--- config.mk ---
export PLATFORM = sky130hd
export DESIGN_NAME = scg_top
export DESIGN_NICKNAME = d
export VERILOG_FILES = /design/src/verilog/scg_pkg.sv /design/src/verilog/scg_sync.sv /design/src/verilog/scg_div.sv /design/src/verilog/scg_top.sv
export VERILOG_INCLUDE_DIRS = /design/src /design/src/verilog
export SDC_FILE = /design/constraint.sdc
export NUM_CORES = 1
export LEC_CHECK = 0
export BUFFER_PORTS_ARGS = -buffer_cell sky130_fd_sc_hd__buf_4
export CELL_PAD_IN_SITES_DETAIL_PLACEMENT = 0
export CELL_PAD_IN_SITES_GLOBAL_PLACEMENT = 1
export CORE_MARGIN = 2
export CORE_UTILIZATION = 35
export CTS_BUF_LIST = sky130_fd_sc_hd__clkbuf_16
export CTS_CLUSTER_DIAMETER = 60
export DETAILED_ROUTE_END_ITERATION = 7
export GPL_TIMING_DRIVEN = 0
export PLACE_DENSITY_LB_ADDON = 0.05
export SYNTH_ARGS = -nofsm -noshare
export SYNTH_HDL_FRONTEND = slang
export SYNTH_HIERARCHICAL = 1
export SYNTH_SLANG_ARGS = --single-unit
--- constraint.sdc ---
create_clock -name CLOCK_IN -period 2.74 [get_ports CLOCK_IN]
set_clock_uncertainty 0.05 [all_clocks]
set_input_delay 0.548 -clock CLOCK_IN [delete_from_list [all_inputs] [get_ports CLOCK_IN]]
set_output_delay 0.548 -clock CLOCK_IN [all_outputs]
set_load 0.02 [all_outputs]
--- src/verilog/scg_defines.svh ---
// Constants of the system clock generator: port map, field positions, reset values, counts.
//
// Contract
// Software selects processor clock low/high speed and DMA clock standard/high speed.
// High-speed processor clock is taken from the high-speed oscillator input.
// Low-speed clock follows low oscillator, or high oscillator divided by 2 if held.
// Speed change is glitch-free, clock held high at most 1.5 new periods.
// Standard DMA clock is processor clock /4 at low speed, /8 at high.
// High-speed DMA clock runs at twice the standard frequency in both modes.
// DMA clock changes frequency only on bus-state boundaries, no other synchronisation.
// Coprocessor clock always equals low-speed source, unaffected by speed switching.
// Expansion bus clock is processor clock /2 at low speed, /4 at high.
// At high speed the bus clock phase realigns at the end of address latch.
// Timer clock is the reference oscillator divided by 12.
// Keyboard clock is reference divided by 2, with an exact complement output.
// Writing one to bit 6 of port 063H enters sleep mode.
// In sleep processor and DMA clocks stop high; bus clock stops with processor.
// Each stops on its own first rising edge after hold acknowledge is seen.
// Keyboard, timer and coprocessor clocks keep running during sleep.
// External logic wakes the device by pulsing the reset request input low.
// Wake pulse rising edge restarts stopped clocks glitch-free after about 2 keyboard periods.
// A wake pulse during sleep never produces a processor reset.
// Keyboard controller drives the reset request input during normal operation.
// Speed selects and sleep request are writable bits, resetting low, standard, awake.
`ifndef SCG_DEFINES_SVH
`define SCG_DEFINES_SVH

`define SCG_CTRL_PORT 10'h063
`define SCG_CPU_SPEED_BIT 0
`define SCG_DMA_SPEED_BIT 1
`define SCG_SLEEP_BIT 6

`define SCG_CPU_HIGH_RST 1'b0
`define SCG_DMA_HIGH_RST 1'b0
`define SCG_SLEEP_RST 1'b0

`define SCG_CLK_MHZ 25
`define SCG_LO_IDLE_NS 640
`define SCG_LO_IDLE_CYCLES 5'((`SCG_LO_IDLE_NS * `SCG_CLK_MHZ) / 1000)

`define SCG_DMA_HALF_2 3'h1
`define SCG_DMA_HALF_4 3'h2
`define SCG_DMA_HALF_8 3'h4
`define SCG_BUS_HALF_LO 2'h1
`define SCG_BUS_HALF_HI 2'h2

`define SCG_TIMER_HALF 4'h6
`define SCG_KBD_HALF 4'h1
`define SCG_KBD_DIV 2
`define SCG_WAKE_KBD_PERIODS 2
`define SCG_WAKE_REF_EDGES 3'(`SCG_WAKE_KBD_PERIODS * `SCG_KBD_DIV)

`define SCG_SYNC_W 6

`endif

--- src/verilog/scg_pkg.sv ---
// Types shared by the system clock generator modules.
package scg_pkg;

  typedef enum logic [3:0] {
    CK_RUN = 4'b0001,
    CK_HOLD = 4'b0010,
    CK_STOP = 4'b0100,
    CK_SPARE = 4'b1000
  } scg_cpu_st_t;

  typedef struct packed {
    logic [5:0] stage1;
    logic [5:0] stage2;
  } scg_sync_t;

  typedef struct packed {
    logic [3:0] cnt;
    logic clk;
    logic clk_n;
  } scg_div_t;

  typedef struct packed {
    logic cpu_high;
    logic dma_high;
    logic sleep;
    scg_cpu_st_t cpu_st;
    logic cpu_clk;
    logic cpu_sel;
    logic src_prev;
    logic lo_prev;
    logic hs_prev;
    logic ref_prev;
    logic req_prev;
    logic ale_prev;
    logic [4:0] lo_idle;
    logic lo_dead;
    logic hs_div2;
    logic low_src;
    logic tphase;
    logic dma_clk;
    logic [2:0] dma_cnt;
    logic [2:0] dma_half;
    logic dma_frozen;
    logic bus_clk;
    logic [1:0] bus_cnt;
    logic hold_seen;
    logic waking;
    logic [2:0] wake_cnt;
    logic reset_mask;
    logic cpu_rst;
  } scg_top_t;

endpackage

--- src/verilog/scg_sync.sv ---
// Two-stage synchroniser for the asynchronous pin inputs.
`timescale 1ns/1ns
`include "scg_defines.svh"

module scg_sync
  import scg_pkg::*;
(
  input wire logic clk_in,
  input wire logic rst_in,
  input wire logic [`SCG_SYNC_W-1:0] d_in,
  output logic [`SCG_SYNC_W-1:0] q_out
);

  scg_sync_t r;
  scg_sync_t n;

  // The first stage feeds only the second stage.
  always_comb begin
    n = r;
    n.stage1 = d_in;
    n.stage2 = r.stage1;
  end

  always_ff @(posedge clk_in or posedge rst_in) begin
    if (rst_in) begin
      r <= '0;
    end else begin
      r <= n;
    end
  end

  assign q_out = r.stage2;

endmodule // scg_sync

--- src/verilog/scg_div.sv ---
// Edge-counting clock divider with true and complement outputs.
`timescale 1ns/1ns
`include "scg_defines.svh"

module scg_div
  import scg_pkg::*;
#(
  parameter logic [3:0] HALF = 4'h1
)
(
  input wire logic clk_in,
  input wire logic rst_in,
  input wire logic edge_in,
  output logic clk_out,
  output logic clk_n_out
);

  scg_div_t r;
  scg_div_t n;
  logic [3:0] cnt_inc;

  // Output toggles after HALF source rising edges, so the ratio is 2*HALF.
  always_comb begin
    n = r;
    cnt_inc = r.cnt + 4'h1;
    if (edge_in) begin
      if (cnt_inc >= HALF) begin
        n.cnt = 4'h0;
        n.clk = ~r.clk;
        n.clk_n = r.clk;
      end else begin
        n.cnt = cnt_inc;
      end
    end
  end

  always_ff @(posedge clk_in or posedge rst_in) begin
    if (rst_in) begin
      r <= '{cnt: 4'h0, clk: 1'b0, clk_n: 1'b1};
    end else begin
      r <= n;
    end
  end

  assign clk_out = r.clk;
  assign clk_n_out = r.clk_n;

endmodule // scg_div

--- src/verilog/scg_top.sv ---
// System clock generator: processor, DMA, bus, coprocessor, timer and keyboard clocks.
`timescale 1ns/1ns
`include "scg_defines.svh"

module scg_top
  import scg_pkg::*;
(
  input wire logic CLOCK_IN,
  input wire logic RST_IN,
  input wire logic LOW_SPEED_OSC_IN,
  input wire logic HIGH_SPEED_OSC_IN,
  input wire logic REFERENCE_OSC_IN,
  input wire logic CPU_RESET_REQUEST_N_IN,
  input wire logic HOLD_ACKNOWLEDGE_IN,
  input wire logic ADDR_LATCH_EN_IN,
  input wire logic PORT_WR_IN,
  input wire logic [9:0] PORT_ADDR_IN,
  input wire logic [7:0] PORT_DATA_IN,
  output logic CPU_CLOCK_OUT,
  output logic DMA_CONTROLLER_CLOCK_OUT,
  output logic EXPANSION_BUS_CLOCK_OUT,
  output logic COPROCESSOR_CLOCK_OUT,
  output logic TIMER_CLOCK_OUT,
  output logic KBD_CLOCK_OUT,
  output logic KBD_CLOCK_N_OUT,
  output logic CPU_RESET_OUT,
  output logic SLEEP_OUT
);

  ////////////////////////////////////////////////////////////////////////////
  // Declarations.

  scg_top_t r;
  scg_top_t n;

  logic [`SCG_SYNC_W-1:0] sy;
  logic lo;
  logic hs;
  logic refc;
  logic req_n;
  logic hold_acknowledge_in;
  logic ale;

  logic ref_rise;
  logic asleep;
  logic wake_done;
  logic old_src;
  logic new_src;
  logic cpu_rise;
  logic dma_tick;
  logic [2:0] dma_cnt_inc;
  logic [2:0] dma_sel_half;
  logic [1:0] bus_cnt_inc;
  logic [1:0] bus_half;

  ////////////////////////////////////////////////////////////////////////////
  // Pin synchronisation.

  scg_sync u_sync (
    .clk_in(CLOCK_IN),
    .rst_in(RST_IN),
    .d_in({ADDR_LATCH_EN_IN, HOLD_ACKNOWLEDGE_IN, CPU_RESET_REQUEST_N_IN,
           REFERENCE_OSC_IN, HIGH_SPEED_OSC_IN, LOW_SPEED_OSC_IN}),
    .q_out(sy)
  );

  assign lo = sy[0];
  assign hs = sy[1];
  assign refc = sy[2];
  assign req_n = sy[3];
  assign hold_acknowledge_in = sy[4];
  assign ale = sy[5];

  assign ref_rise = refc & ~r.ref_prev;

  ////////////////////////////////////////////////////////////////////////////
  // Reference-derived clocks; these never see the sleep logic.

  scg_div #(.HALF(`SCG_TIMER_HALF)) u_timer_div (
    .clk_in(CLOCK_IN),
    .rst_in(RST_IN),
    .edge_in(ref_rise),
    .clk_out(TIMER_CLOCK_OUT),
    .clk_n_out()
  );

  scg_div #(.HALF(`SCG_KBD_HALF)) u_kbd_div (
    .clk_in(CLOCK_IN),
    .rst_in(RST_IN),
    .edge_in(ref_rise),
    .clk_out(KBD_CLOCK_OUT),
    .clk_n_out(KBD_CLOCK_N_OUT)
  );

  ////////////////////////////////////////////////////////////////////////////
  // Next-state logic.

  always_comb begin
    n = r;
    asleep = r.sleep | r.hold_seen | r.waking;
    wake_done = 1'b0;
    old_src = 1'b0;
    new_src = 1'b0;
    cpu_rise = 1'b0;
    dma_cnt_inc = r.dma_cnt + 3'h1;
    bus_cnt_inc = r.bus_cnt + 2'h1;
    bus_half = r.cpu_sel ? `SCG_BUS_HALF_HI : `SCG_BUS_HALF_LO;

    n.lo_prev = lo;
    n.hs_prev = hs;
    n.ref_prev = refc;
    n.req_prev = req_n;
    n.ale_prev = ale;

    // A low oscillator held high with no transition for the idle window is taken as
    // strapped; the half-rate high oscillator then stands in for it.
    if (lo != r.lo_prev) begin
      n.lo_idle = 5'h00;
      n.lo_dead = 1'b0;
    end else if (r.lo_idle == `SCG_LO_IDLE_CYCLES) begin
      n.lo_dead = lo;
    end else begin
      n.lo_idle = r.lo_idle + 5'h01;
    end
    if (hs & ~r.hs_prev) begin
      n.hs_div2 = ~r.hs_div2;
    end
    n.low_src = r.lo_dead ? r.hs_div2 : lo;

    // Stop is armed once hold acknowledge is seen with sleep requested.
    if (r.sleep && hold_acknowledge_in && !r.waking) begin
      n.hold_seen = 1'b1;
    end

    // Wake sequence runs on reference edges, so it keeps working while
    // the processor domain clocks are stopped.
    if (r.waking) begin
      if (ref_rise) begin
        n.wake_cnt = r.wake_cnt + 3'h1;
        if (n.wake_cnt == `SCG_WAKE_REF_EDGES) begin
          wake_done = 1'b1;
          n.waking = 1'b0;
          n.sleep = 1'b0;
          n.hold_seen = 1'b0;
          n.dma_frozen = 1'b0;
        end
      end
    end else if ((r.sleep || r.hold_seen) && req_n && !r.req_prev) begin
      n.waking = 1'b1;
      n.wake_cnt = 3'h0;
    end

    // Control port write; a sleep request written in the wake cycle wins.
    if (PORT_WR_IN && PORT_ADDR_IN == `SCG_CTRL_PORT) begin
      n.cpu_high = PORT_DATA_IN[`SCG_CPU_SPEED_BIT];
      n.dma_high = PORT_DATA_IN[`SCG_DMA_SPEED_BIT];
      if (PORT_DATA_IN[`SCG_SLEEP_BIT]) begin
        n.sleep = 1'b1;
      end
    end

    // A request that begins while asleep is masked until it is released.
    n.reset_mask = ~req_n & (asleep | r.reset_mask);
    n.cpu_rst = ~req_n & ~n.reset_mask;

    //////////////////////////////////////////////////////////////////////////
    // Processor clock selection and stop.

    old_src = r.cpu_sel ? hs : r.low_src;
    case (r.cpu_st)
      CK_RUN: begin
        n.cpu_clk = old_src;
        if (r.cpu_high != r.cpu_sel && old_src) begin
          // Switch only while high, then wait for the new source to fall.
          n.cpu_st = CK_HOLD;
          n.cpu_sel = r.cpu_high;
          n.cpu_clk = 1'b1;
        end else if (r.hold_seen && old_src && !r.cpu_clk) begin
          n.cpu_st = CK_STOP;
        end
      end
      CK_HOLD: begin
        new_src = r.cpu_sel ? hs : r.low_src;
        n.cpu_clk = 1'b1;
        if (!new_src) begin
          n.cpu_st = CK_RUN;
          n.cpu_clk = 1'b0;
        end
      end
      CK_STOP: begin
        n.cpu_clk = 1'b1;
        if (wake_done) begin
          // Restart through the hold state so the first low is a clean one.
          n.cpu_st = CK_HOLD;
          n.cpu_sel = r.cpu_high;
        end
      end
      default: begin
        n.cpu_st = CK_RUN;
        n.cpu_clk = 1'b1;
      end
    endcase
    cpu_rise = n.cpu_clk & ~r.cpu_clk;

    //////////////////////////////////////////////////////////////////////////
    // DMA and expansion bus clocks, both counted on processor rising edges until the processor clock is parked.

    case ({r.cpu_sel, r.dma_high})
      2'b00: dma_sel_half = `SCG_DMA_HALF_4;
      2'b01: dma_sel_half = `SCG_DMA_HALF_2;
      2'b10: dma_sel_half = `SCG_DMA_HALF_8;
      2'b11: dma_sel_half = `SCG_DMA_HALF_4;
      default: dma_sel_half = `SCG_DMA_HALF_4;
    endcase

    // Once the processor clock is parked, the DMA divider counts the ungated source instead,
    // so the DMA clock still reaches its own rising edge and parks high.
    n.src_prev = old_src;
    dma_tick = (r.cpu_st == CK_STOP) ? (old_src & ~r.src_prev) : cpu_rise;

    if (cpu_rise) begin
      n.tphase = ~r.tphase;
      // A bus state spans two processor clocks; new DMA ratios take effect only
      // at its end, and no further phase alignment is attempted.
      if (r.tphase) begin
        n.dma_half = dma_sel_half;
      end
      if (bus_cnt_inc >= bus_half) begin
        n.bus_cnt = 2'h0;
        n.bus_clk = ~r.bus_clk;
      end else begin
        n.bus_cnt = bus_cnt_inc;
      end
    end

    if (dma_tick && !r.dma_frozen) begin
      if (dma_cnt_inc >= r.dma_half) begin
        n.dma_cnt = 3'h0;
        n.dma_clk = ~r.dma_clk;
        if (!r.dma_clk && r.hold_seen) begin
          n.dma_frozen = 1'b1;
        end
      end else begin
        n.dma_cnt = dma_cnt_inc;
      end
    end

    // End of address latch restarts the bus divider phase at high speed.
    if (r.cpu_sel && !ale && r.ale_prev) begin
      n.bus_cnt = 2'h0;
    end
  end

  ////////////////////////////////////////////////////////////////////////////
  // State register.

  always_ff @(posedge CLOCK_IN or posedge RST_IN) begin
    if (RST_IN) begin
      r <= '0;
      r.cpu_high <= `SCG_CPU_HIGH_RST;
      r.dma_high <= `SCG_DMA_HIGH_RST;
      r.sleep <= `SCG_SLEEP_RST;
      r.cpu_st <= CK_RUN;
      r.dma_half <= `SCG_DMA_HALF_4;
      // The synchronised request reads low for two cycles after release; the mask keeps a
      // false processor reset off the pin until the request has been seen high.
      r.reset_mask <= 1'b1;
    end else begin
      r <= n;
    end
  end

  ////////////////////////////////////////////////////////////////////////////
  // Outputs.

  assign CPU_CLOCK_OUT = r.cpu_clk;
  assign DMA_CONTROLLER_CLOCK_OUT = r.dma_clk;
  assign EXPANSION_BUS_CLOCK_OUT = r.bus_clk;
  assign COPROCESSOR_CLOCK_OUT = r.low_src;
  assign CPU_RESET_OUT = r.cpu_rst;
  assign SLEEP_OUT = r.sleep;

endmodule // scg_top

# ---- Word-level counts from Yosys, hierarchy flattened
# Cells that the tools add are included.
dict set report word_totals {
  inputBits 27
  memories 0
  register_bits 65
  out_inout_bits 9
  elab_cells 158
  latchBits 0
  rom_bits 0
  ram_bits 0
}
dict set report classes {
  mul 0
  n_bitwise 21
  n_reduce_logical 33
  eq_ne 17
  div 0
  shifts 0
  n_mux 42
  n_lt_le_gt_ge 4
  add_sub_neg 6
}
# op count
set ops {}
lappend ops {{two-way mux 4 bit} 7}
lappend ops {{two-way mux 1 bit} 21}
lappend ops {{two-way mux 5 bit} 3}
lappend ops {{one-hot mux 5 bit (3 select lines)} 1}
lappend ops {{logical AND 1 bit} 12}
lappend ops {{two-way mux 2 bit} 6}
lappend ops {{NOT 1 bit} 12}
lappend ops {{AND reduction 2 bit} 6}
lappend ops {{equality test 10 x 7 -> 1 bit (second input constant)} 1}
lappend ops {{one-hot mux 3 bit (3 select lines)} 1}
lappend ops {{adder 4 x 1 -> 4 bit (second input constant)} 2}
lappend ops {{inequality test 2 bit (second input constant)} 4}
lappend ops {{nonzero test 2 bit} 4}
lappend ops {{adder 3 x 1 -> 3 bit (second input constant)} 2}
lappend ops {{AND 1 bit} 6}
lappend ops {{logical NOT 1 bit} 6}
lappend ops {{two-way mux 6 bit} 1}
lappend ops {{AND reduction 3 bit} 2}
lappend ops {{adder 5 x 1 -> 5 bit (second input constant)} 1}
lappend ops {{equality test 5 bit (second input constant)} 1}
lappend ops {{equality test 2 bit (second input constant)} 2}
lappend ops {{equality test 4 x 1 -> 1 bit (second input constant)} 1}
lappend ops {{equality test 4 x 2 -> 1 bit (second input constant)} 1}
lappend ops {{equality test 4 x 3 -> 1 bit (second input constant)} 1}
lappend ops {{16 further kinds} 19}

# ---- Depth between registers and ports, before layout
# Gate-level depths: netlist of the first run.
dict set report depth {
  depth_word 11
  mapped_depth 7
  depth_no_buf 7
}

# ---- Hierarchy
# Netlist of the first run, hierarchy kept.
# module area_per_inst_um2 n_inst cells_per_inst
set modules_own_cells {}
lappend modules_own_cells {scg_top 1989.4 1 179}
lappend modules_own_cells {{scg_div at u_timer_div} 425.4 1 45}
lappend modules_own_cells {{scg_div at u_kbd_div} 321.6 1 25}
lappend modules_own_cells {scg_sync 304.0 1 13}

# ---- Worst setup path before layout of the first run
# OpenSTA, ideal clock, no wires.
dict set report synth_path {
  path_kind {register to register}
  startpoint {reg r[14] (netlist name)}
  endpoint {reg r (netlist bit DMA_CONTROLLER_CLOCK_OUT)}
  synth_period_minus_slack_ns 1.917
  arrival_time_ns 1.732
  slack_ns 0.823
  path_stages_with_launch 8
  setup_time_ns 0.135
  required_ns 2.555
  cell_sequence {dfrtp_1 ha_1 xor2_1 ha_1 a21o_1 a31oi_1 a211oi_1 xor2_1}
}
# item line
set synth_lines {}
lappend synth_lines {{end signal, assigned} scg_top.sv:269} ;# r <= n;
lappend synth_lines {{end, declared} scg_top.sv:33} ;# scg_top_t r;

==> results of run 1 <==
## worst paths after layout
| kind | depth (start not counted) | endpoint |
|---|---|---|
| worst max-delay path | 5 | r[16] |
| worst min-delay path | 2 | u_timer_div/r[2] |
| worst max register to register | 5 | r[16] |
| worst min register to register | 0 | u_sync/q_out[0] |
| max in group asynchronous | 3 | r[1] |
| min in group CLOCK_IN | 1 | u_sync/n[5] |
## routing by layer
layer  track usage  share of wire  wire length (microns)  vias to the layer above
met1         0.185           0.49                   2660                      966
met3        0.0411          0.033                    180                       10
met2         0.196           0.46                   2480                       24
met5             0              0                      0                        -
li1              -              -                      -                      980
met4        0.0599          0.021                    114                        0
## power by group through the flow
stage          Combinational (W)  Clock [W]  Sequential (W)
5_1_grt                  0.00105    0.00130         0.00138
3_3_place_gp            0.000913          0         0.00136
4_1_cts                 0.000933    0.00126         0.00135
3_5_place_dp            0.000926          0         0.00136
6_report                0.000923    0.00122         0.00135
2_1_floorplan           0.000621          0         0.00139
## sequential cells by signal, indices dropped and copies added, names as in the netlist
register	flops
COPROCESSOR_CLOCK_OUT	1
CPU_CLOCK_OUT	1
CPU_RESET_OUT	1
DMA_CONTROLLER_CLOCK_OUT	1
EXPANSION_BUS_CLOCK_OUT	1
SLEEP_OUT	1
r	35
u_kbd_div/clk_n_out	1
u_kbd_div/clk_out	1
u_kbd_div/r	4
u_sync/n	6
u_sync/q_out	6
u_timer_div/clk_out	1
u_timer_div/r	4
## worst max-delay path: cells and delay by family, from the launching register on
family	cells	cell delay, ns
multiplexers	1	0.36
AO/OA/AOI/OAI	3	1.00
buffers and inverters	1	0.16
flip-flops	1	0.45
## per-stage QoR
stage,instances,power [W]
after floorplan,258,0.00201
after global placement,393,0.00228
after detailed placement,394,0.00229
after CTS,410,0.00354
after global routing,411,0.00373
final,411,0.00349
## final cells by class
cell class              instances  area [sq um]
clock buffers                   9           225
plain buffers                   2          16.3
repair buffers                 32           253
fillers                       798          4560
well taps                     105           131
flip-flops and latches         64          1610
clock inverters                 7          96.3
inverters                      28           105
multi-input cells             164          1270
## cell usage in the layout (no fill, tap or decap), types with 3 or more instances in the layout
master and instances:
dfrtp_1 60, buf_4 31, inv_1 26, ha_1 17
nand2_1 15, nor2_1 13, clkbuf_16 9, nor2b_1 7
mux2i_1 7, xnor2_1 7, nand2b_1 7, mux2_2 7
a21oi_1 6, xor2_1 6, nand3_1 6, o21ai_0 5
nor3_1 4, dfstp_2 4, nand3b_1 3, a32o_1 3
==> results.py, run 1 <==
metrics = {
    "final_layout": {
        "n_antenna_cell": 0,
        "area_growth_pct": 23.6,
        "final_util": 0.448,
        "drive_gt1_frac": 0.242,
        "finalInstanceArea_sq_um": 3700,
        "layout.nets": 345,
    },
    "floorplanning": {
        "core_sq_um": 8260,
        "die_w_microns": 96.5,
        "die_area_sq_um": 9310,
        "dieHeight_microns": 96.5,
        "ios": 36,
        "initial_utilization": 0.363,
        "rows": 33,
    },
    "global_routing": {
        "grtUsageTotal": 0.135,
        "antenna_found_initial": 0,
        "grt_overflow_total": 0,
        "grt_max_degree": 26,
        "grt_pass1_vias": 1919,
        "grt_first_pass_wirelength_mm": 9.38,
    },
    "worst_setup_path": {
        "crit_path_start": "r[33]",
        "worstPathCellList": "mux2i_1 -> inv_1 -> o311ai_1 -> a21oi_2 -> a32o_1",
        "worstPathArrival_ns": 2.29,
        "worst-setup-path-type": "reg2reg",
        "crit_path_start_kind": "flop",
        "crit_path_end_kind": "flop",
        "critPathMaxStageDelay_ns": 0.56,
        "cp_slowest_cell": "o311ai_1",
        "r2r_start": "r[33]",
        "r2r_slack_ns": 0.60,
        "critPathMaxFanout": 6,
        "cp_data_required_time_ns": 2.90,
    },
    "timing": {
        "rsz0062_at_grt": "no",
        "finalSetupViolCount": 0,
        "fin_ws_ns": 0.603,
        "fmax_ghz": 0.468,
        "fin_setup_tns_ns": 0,
        "relSlewSlack": 0.609,
        "fin_hold_ws_ns": 0.106,
        "period_minus_slack_ns": 2.14,
        "hold_viol_final": 0,
        "period_share": 0.780,
        "slew_viol_final": 0,
        "tightestPinTransition_ns": 0.578,
    },
    "placed_design": {
        "dp_hpwl_mm": 3.80,
        "dpl_cell_area_sq_um": 3370,
        "place_ws_ns": 0.440,
        "gp_congestion": 0.701,
        "port_buffers": 30,
    },
    "drt": {
        "antenna_left": 0,
        "drt-vias-per-instance": 4.82,
        "drtIter0Drc": 40,
        "finalWirelength_mm": 5.43,
        "dr.pass1.iters": 4,
        "post_drt_wl_per_cell_microns": 13.2,
        "dr_total_vias": 1980,
        "drc": 0,
    },
    "hold_path": {
        "holdCritPathClass": "in2async",
    },
    "power_and_ir_drop": {
        "p_comb_frac": 0.264,
        "seq_power_share": 0.386,
        "netSwitchingFraction": 0.313,
        "power_density_nw_per_um2": 943,
        "irDropWorstVdd_mv": 0.397,
        "clockPowerShare": 0.350,
        "p_switching_w": 0.00109,
        "p_int_w": 0.00240,
        "leakagePower_nw": 1.73,
    },
    "job": {
        "maxCapViolCount": 0,
    },
    "cts": {
        "cts-root-buf": "clkbuf_16",
        "cts_setup_buffers": 0,
        "h-tree-depth": 3,
        "cts_tree": "done",
        "hold_buffers": 0,
        "clkTransAtPathRegs_ns": 0.05,
        "clk_latency_ns": 0.33,
        "cts_buffers": 9,
        "cts_resized": 0,
        "clock-sinks": 64,
        "clockBufferDepth": 2,
    },
    "run_status": {
        "status": "complete, no violations",
    },
    "logic_synthesis": {
        "syn_nets": 302,
        "syn_area_sq_um": 2990,
        "syn_inst": 258,
        "avgSynthCellArea_sq_um": 11.6,
        "ys_warn_count": 6,
    },
}
Note: power is estimated with default switching activity, not from simulation.
==> run 2, diff against run 1 <==
==> constraint.sdc (replaced) <==
create_clock -name CLOCK_IN -period 1.8 [get_ports CLOCK_IN]
set_clock_uncertainty 0.05 [all_clocks]
set_input_delay 0.36 -clock CLOCK_IN [delete_from_list [all_inputs] [get_ports CLOCK_IN]]
set_output_delay 0.36 -clock CLOCK_IN [all_outputs]
set_load 0.02 [all_outputs]
==> results.py, run 2 (synthesis gave the netlist of run 1 again) <==
metrics = {
    "global_routing": {
        "grt_util_met1": 0.180,
        "busiest_layer": "met2",
        "grt_first_pass_wirelength_mm": 9.51,
        "grtUsageTotal": 0.136,
        "met3_usage": 0.0411,
        "grt_max_degree": 22,
        "grt_pass1_vias": 2022,
        "use_met2": 0.206,
        "grt_overflow_total": 0,
        "antenna_found_initial": 0,
    },
    "cts": {
        "cts_buffers": 9,
        "clock-sinks": 64,
        "cts_tree": "done",
        "h-tree-depth": 3,
        "clkTransAtPathRegs_ns": 0.05,
        "clk_latency_ns": 0.32,
        "cts-root-buf": "clkbuf_16",
        "clockBufferDepth": 2,
    },
    "run_status": {
        "violations": "setup timing",
        "status": "finished with violations",
    },
    "worst_setup_path": {
        "worst-setup-path-type": "reg2reg",
        "crit_path_start_kind": "flop",
        "critPathMaxFanout": 7,
        "cp_data_required_time_ns": 1.96,
        "crit_path_end_kind": "flop",
        "worstPathArrival_ns": 2.12,
    },
    "floorplanning": {
        "dieHeight_microns": 96.5,
        "die_w_microns": 96.5,
        "core_sq_um": 8260,
        "ios": 36,
        "die_area_sq_um": 9310,
        "initial_utilization": 0.363,
        "rows": 33,
    },
    "final_layout": {
        "layout.nets": 352,
        "largest_register": "r",
        "largest_register_ffs": 35,
        "n_antenna_cell": 0,
        "nFillCells": 790,
        "area_growth_pct": 26.0,
        "drive_gt1_frac": 0.297,
        "final_common_cell": "dfrtp_1",
        "final_cell_mix": "55 x dfrtp_1, 37 x buf_4, 27 x inv_1, 15 x ha_1, 14 x nand2_1",
    },
    "timing": {
        "period_share": 1.09,
        "fin_ws_ns": -0.161,
        "tightestPinTransition_ns": 0.507,
        "slew_viol_final": 0,
        "fin_setup_tns_ns": -0.205,
        "fin_hold_ws_ns": 0.0930,
        "fmax_ghz": 0.510,
        "period_minus_slack_ns": 1.96,
        "rsz0062_at_grt": "yes",
        "relSlewSlack": 0.662,
        "hold_viol_final": 0,
        "finalSetupViolCount": 4,
    },
    "hold_path": {
        "holdCritPathClass": "in2reg",
    },
    "power_and_ir_drop": {
        "irDropWorstVdd_mv": 0.491,
        "leakagePower_nw": 1.76,
        "power_density_nw_per_um2": 1350,
    },
    "drt": {
        "dr.pass1.iters": 4,
        "antenna_left": 0,
        "drt-vias-per-instance": 4.71,
        "post_drt_wl_per_cell_microns": 13.0,
        "dr_total_vias": 1968,
        "finalWirelength_mm": 5.42,
        "drtIter0Drc": 43,
        "drc": 0,
    },
    "placed_design": {
        "place_ws_ns": -0.337,
        "gp_congestion": 0.732,
        "dp_hpwl_mm": 3.87,
        "port_buffers": 30,
    },
    "job": {
        "maxCapViolCount": 0,
    },
}
-- run 2: changes by cell type in the layout (fill, tap and decap cells not counted), moves of 2 or more --
cell and change:
buf_4 +6, bufinv_16 -2, clkinv_2 +2, clkinv_4 -2, dfrtp_1 -5, dfrtp_2 +5, ha_1 -2
-- run 2: report_power, final --
group / total [W] / switching [W] / internal, W
logic: 0.00155 / 0.000775 / 0.000774
registers: 0.00206 / 0.000287 / 0.00177
clock network: 0.00149 / 0.000589 / 0.000905
-- run 2: final cells by class --
cell class                      count  area (sq um)  share of cell area
Inverter                           28           105              0.0279
Tap cell                          105           131              0.0348
Buffer                              2          16.3             0.00431
Sequential cell                    64          1610               0.427
Clock buffer                        9           225              0.0597
Clock inverter                      7          32.5             0.00862
Timing Repair Buffer               39           315              0.0836
Multi-Input combinational cell    164          1340               0.354
-- run 2: worst paths after layout --
check                                    start                  end  slack, ns  cells after the start
max                                      r[36]                r[16]      -0.16                      4
max in group asynchronous               RST_IN                r[12]       0.54                      4
min reg2reg                        u_sync/n[1]      u_sync/q_out[1]       0.29                      0
min in group asynchronous               RST_IN  u_timer_div/clk_out       0.47                      3
min                        HOLD_ACKNOWLEDGE_IN          u_sync/n[4]       0.09                      1
max reg2reg                              r[36]                r[16]      -0.16                      4
-- run 2: metrics by stage --
step                std cells  power (W)  cell area, sq um  utilization
finish                    418    0.00510              3770        0.457
detailed placement        394    0.00351              3390        0.411
floorplan                 258    0.00308              3010            -
CTS                       414    0.00514              3710        0.449
global placement          393    0.00348              3360        0.407
global route              418    0.00547              3770        0.457
-- run 2: routing by layer --
metal  wire [microns]  vias up
li1                 -     1000
met1             2710      937
met2             2430       22
met3              180        9
met4               96        0
met5                0        -
-- run 2: what timing repair did --
item                                    in CTS  in global routing
pin swaps                                    4                  5
endpoints found under the setup margin      12                  9
hold buffers                                 1                  0
setup buffers                                3                  4
resized for setup                            9                  6
hold endpoints to repair                    10                  0
-- run 2: worst max-delay path, cell delays in order (launching register included) --
cell and delay, ns:
dfrtp_2 0.45, or3b_4 0.42, or3_4 0.38, a221o_1 0.36
a32o_1 0.20
==> run 3, diff against run 2 <==
--- a/config.mk
+++ b/config.mk
@@ -15,7 +15,7 @@
 export CTS_CLUSTER_DIAMETER = 60
 export DETAILED_ROUTE_END_ITERATION = 7
 export GPL_TIMING_DRIVEN = 0
-export PLACE_DENSITY_LB_ADDON = 0.05
+export PLACE_DENSITY_LB_ADDON = 0.12
 export SYNTH_ARGS = -nofsm -noshare
 export SYNTH_HDL_FRONTEND = slang
 export SYNTH_HIERARCHICAL = 1
==> results.py, run 3 (synthesis gave the netlist of run 1 again) <==
metrics = {
    "run_status": {
        "status": "finished with violations",
        "violations": "setup timing",
    },
    "floorplanning": {
        "rows": 33,
        "die_w_microns": 96.5,
        "initial_utilization": 0.363,
        "core_sq_um": 8260,
        "die_area_sq_um": 9310,
        "dieHeight_microns": 96.5,
        "ios": 36,
    },
    "cts": {
        "h-tree-depth": 3,
        "clkTransAtPathRegs_ns": 0.06,
        "cts_buffers": 9,
        "cts-root-buf": "clkbuf_16",
        "clockBufferDepth": 2,
        "clock-sinks": 64,
        "cts_tree": "done",
        "clk_latency_ns": 0.32,
    },
    "worst_setup_path": {
        "reg2reg_to": "r[16]",
        "worstPathCellList": "or3b_4 -> or3_4 -> a221o_1 -> a32o_1",
        "r2r_slack_ns": -0.17,
        "worstPathArrival_ns": 2.13,
        "r2r_cells": 4,
        "critPathMaxFanout": 7,
        "crit_path_end_kind": "flop",
        "cp_slowest_cell": "dfrtp_2",
        "worst-setup-path-type": "reg2reg",
        "r2r_start": "r[37]",
        "critPathMaxStageDelay_ns": 0.44,
        "crit_path_start_kind": "flop",
        "cp_data_required_time_ns": 1.96,
    },
    "drt": {
        "antenna_left": 0,
        "dr.pass1.iters": 4,
        "drc": 0,
        "drt-vias-per-instance": 4.77,
        "finalWirelength_mm": 5.55,
        "dr_total_vias": 1990,
        "drtIter0Drc": 78,
        "post_drt_wl_per_cell_microns": 13.3,
    },
    "timing": {
        "rsz0062_at_grt": "yes",
        "relSlewSlack": 0.698,
        "hold_viol_final": 0,
        "finalSetupViolCount": 3,
        "fin_ws_ns": -0.166,
        "tightestPinTransition_ns": 0.451,
        "period_share": 1.09,
        "slew_viol_final": 0,
        "fmax_ghz": 0.509,
        "period_minus_slack_ns": 1.97,
    },
    "final_layout": {
        "largest_register_ffs": 35,
        "largest_register": "r",
        "n_antenna_cell": 0,
        "final_common_cell": "dfrtp_1",
        "final_util": 0.466,
        "final_cell_mix": "56 x dfrtp_1, 35 x buf_4, 25 x inv_1, 15 x ha_1, 14 x nand2_1",
        "area_growth_pct": 28.5,
        "layout.nets": 351,
        "fin_cells": 417,
        "drive_gt1_frac": 0.304,
    },
    "placed_design": {
        "port_buffers": 30,
        "gp_congestion": 0.712,
        "dp_hpwl_mm": 3.84,
        "dp_cells": 394,
    },
    "hold_path": {
        "min_from": "ADDR_LATCH_EN_IN",
        "holdCritPathClass": "in2reg",
        "holdPathEnd": "u_sync/n[5]",
        "worstHoldPathCells": 1,
    },
    "global_routing": {
        "grt_overflow_total": 0,
        "grt_first_pass_wirelength_mm": 9.50,
        "grt_pass1_vias": 1973,
        "grtUsageTotal": 0.135,
        "grt_max_degree": 27,
        "antenna_found_initial": 0,
    },
    "power_and_ir_drop": {
        "leakagePower_nw": 1.78,
        "power_density_nw_per_um2": 1400,
        "irDropWorstVdd_mv": 0.611,
    },
    "job": {
        "maxCapViolCount": 0,
    },
}
run 3: cell types whose count changed in the layout (fill, tap and decap cells not counted), moves of 2 or more:
| cell | previous run | this run |
|---|---|---|
| mux2_2 | 7 | 4 |
| buf_4 | 37 | 35 |
| mux2_4 | 0 | 3 |
| inv_1 | 27 | 25 |
| a21oi_1 | 6 | 4 |
run 3: area by class of cell:
type | count | area, sq um
fillers | 822 | 4410
flip-flops and latches | 64 | 1610
multi-input cells | 164 | 1390
repair buffers | 38 | 304
clock buffers | 9 | 225
well taps | 105 | 131
inverters | 28 | 105
clock inverters | 7 | 62.6
plain buffers | 2 | 16.3
run 3: repair_timing:
item / CTS / global route
pin swaps: 5 / 7
gates resized for setup: 7 / 17
endpoints found under the setup margin: 9 / 12
endpoints found under the hold margin: 10 / 0
buffers inserted: 2 / 4
hold buffers: 1 / 0
run 3: worst max-delay path: cells and delay by family (launching register included):
kind             cells  cell delay, ns
AND/OR/NAND/NOR      2            0.80
AO/OA/AOI/OAI        2            0.56
flip-flops           1            0.44
run 3: how the worst max path moves through the flow:
stage,end,startpoint,cells after the start
final,r[16],r[37],4
after global routing,r[16],r[15],7
after CTS,r[16],r[14],7
after detailed placement,r[16],r[33],5
after global placement,r[16],r[33],5
after floorplan,r[16],r[36],4
run 3: power breakdown:
part           internal (W)  switching, W
clock network       0.00106      0.000618
registers           0.00177      0.000312
logic              0.000818      0.000812
run 3: per-stage QoR:
step	hold WS [ns]	setup WS, ns	TNS [ns]	area (sq um)	total power, W
final	0.0907	-0.166	-0.230	3850	0.00538
after global routing	0.0790	-0.201	-0.615	3850	0.00576
after CTS	0.0807	-0.169	-0.635	3730	0.00531
after detailed placement	0.274	-0.313	-1.88	3380	0.00351
after global placement	0.269	-0.308	-12.33	3360	0.00349
after floorplan	0.0885	-0.0678	-0.164	3010	0.00308
run 3: per-layer routing:
layer	part of all wire	track usage
met1	0.49	0.190
met3	0.031	0.0310
met2	0.46	0.197
met5	0	0
met4	0.017	0.0669
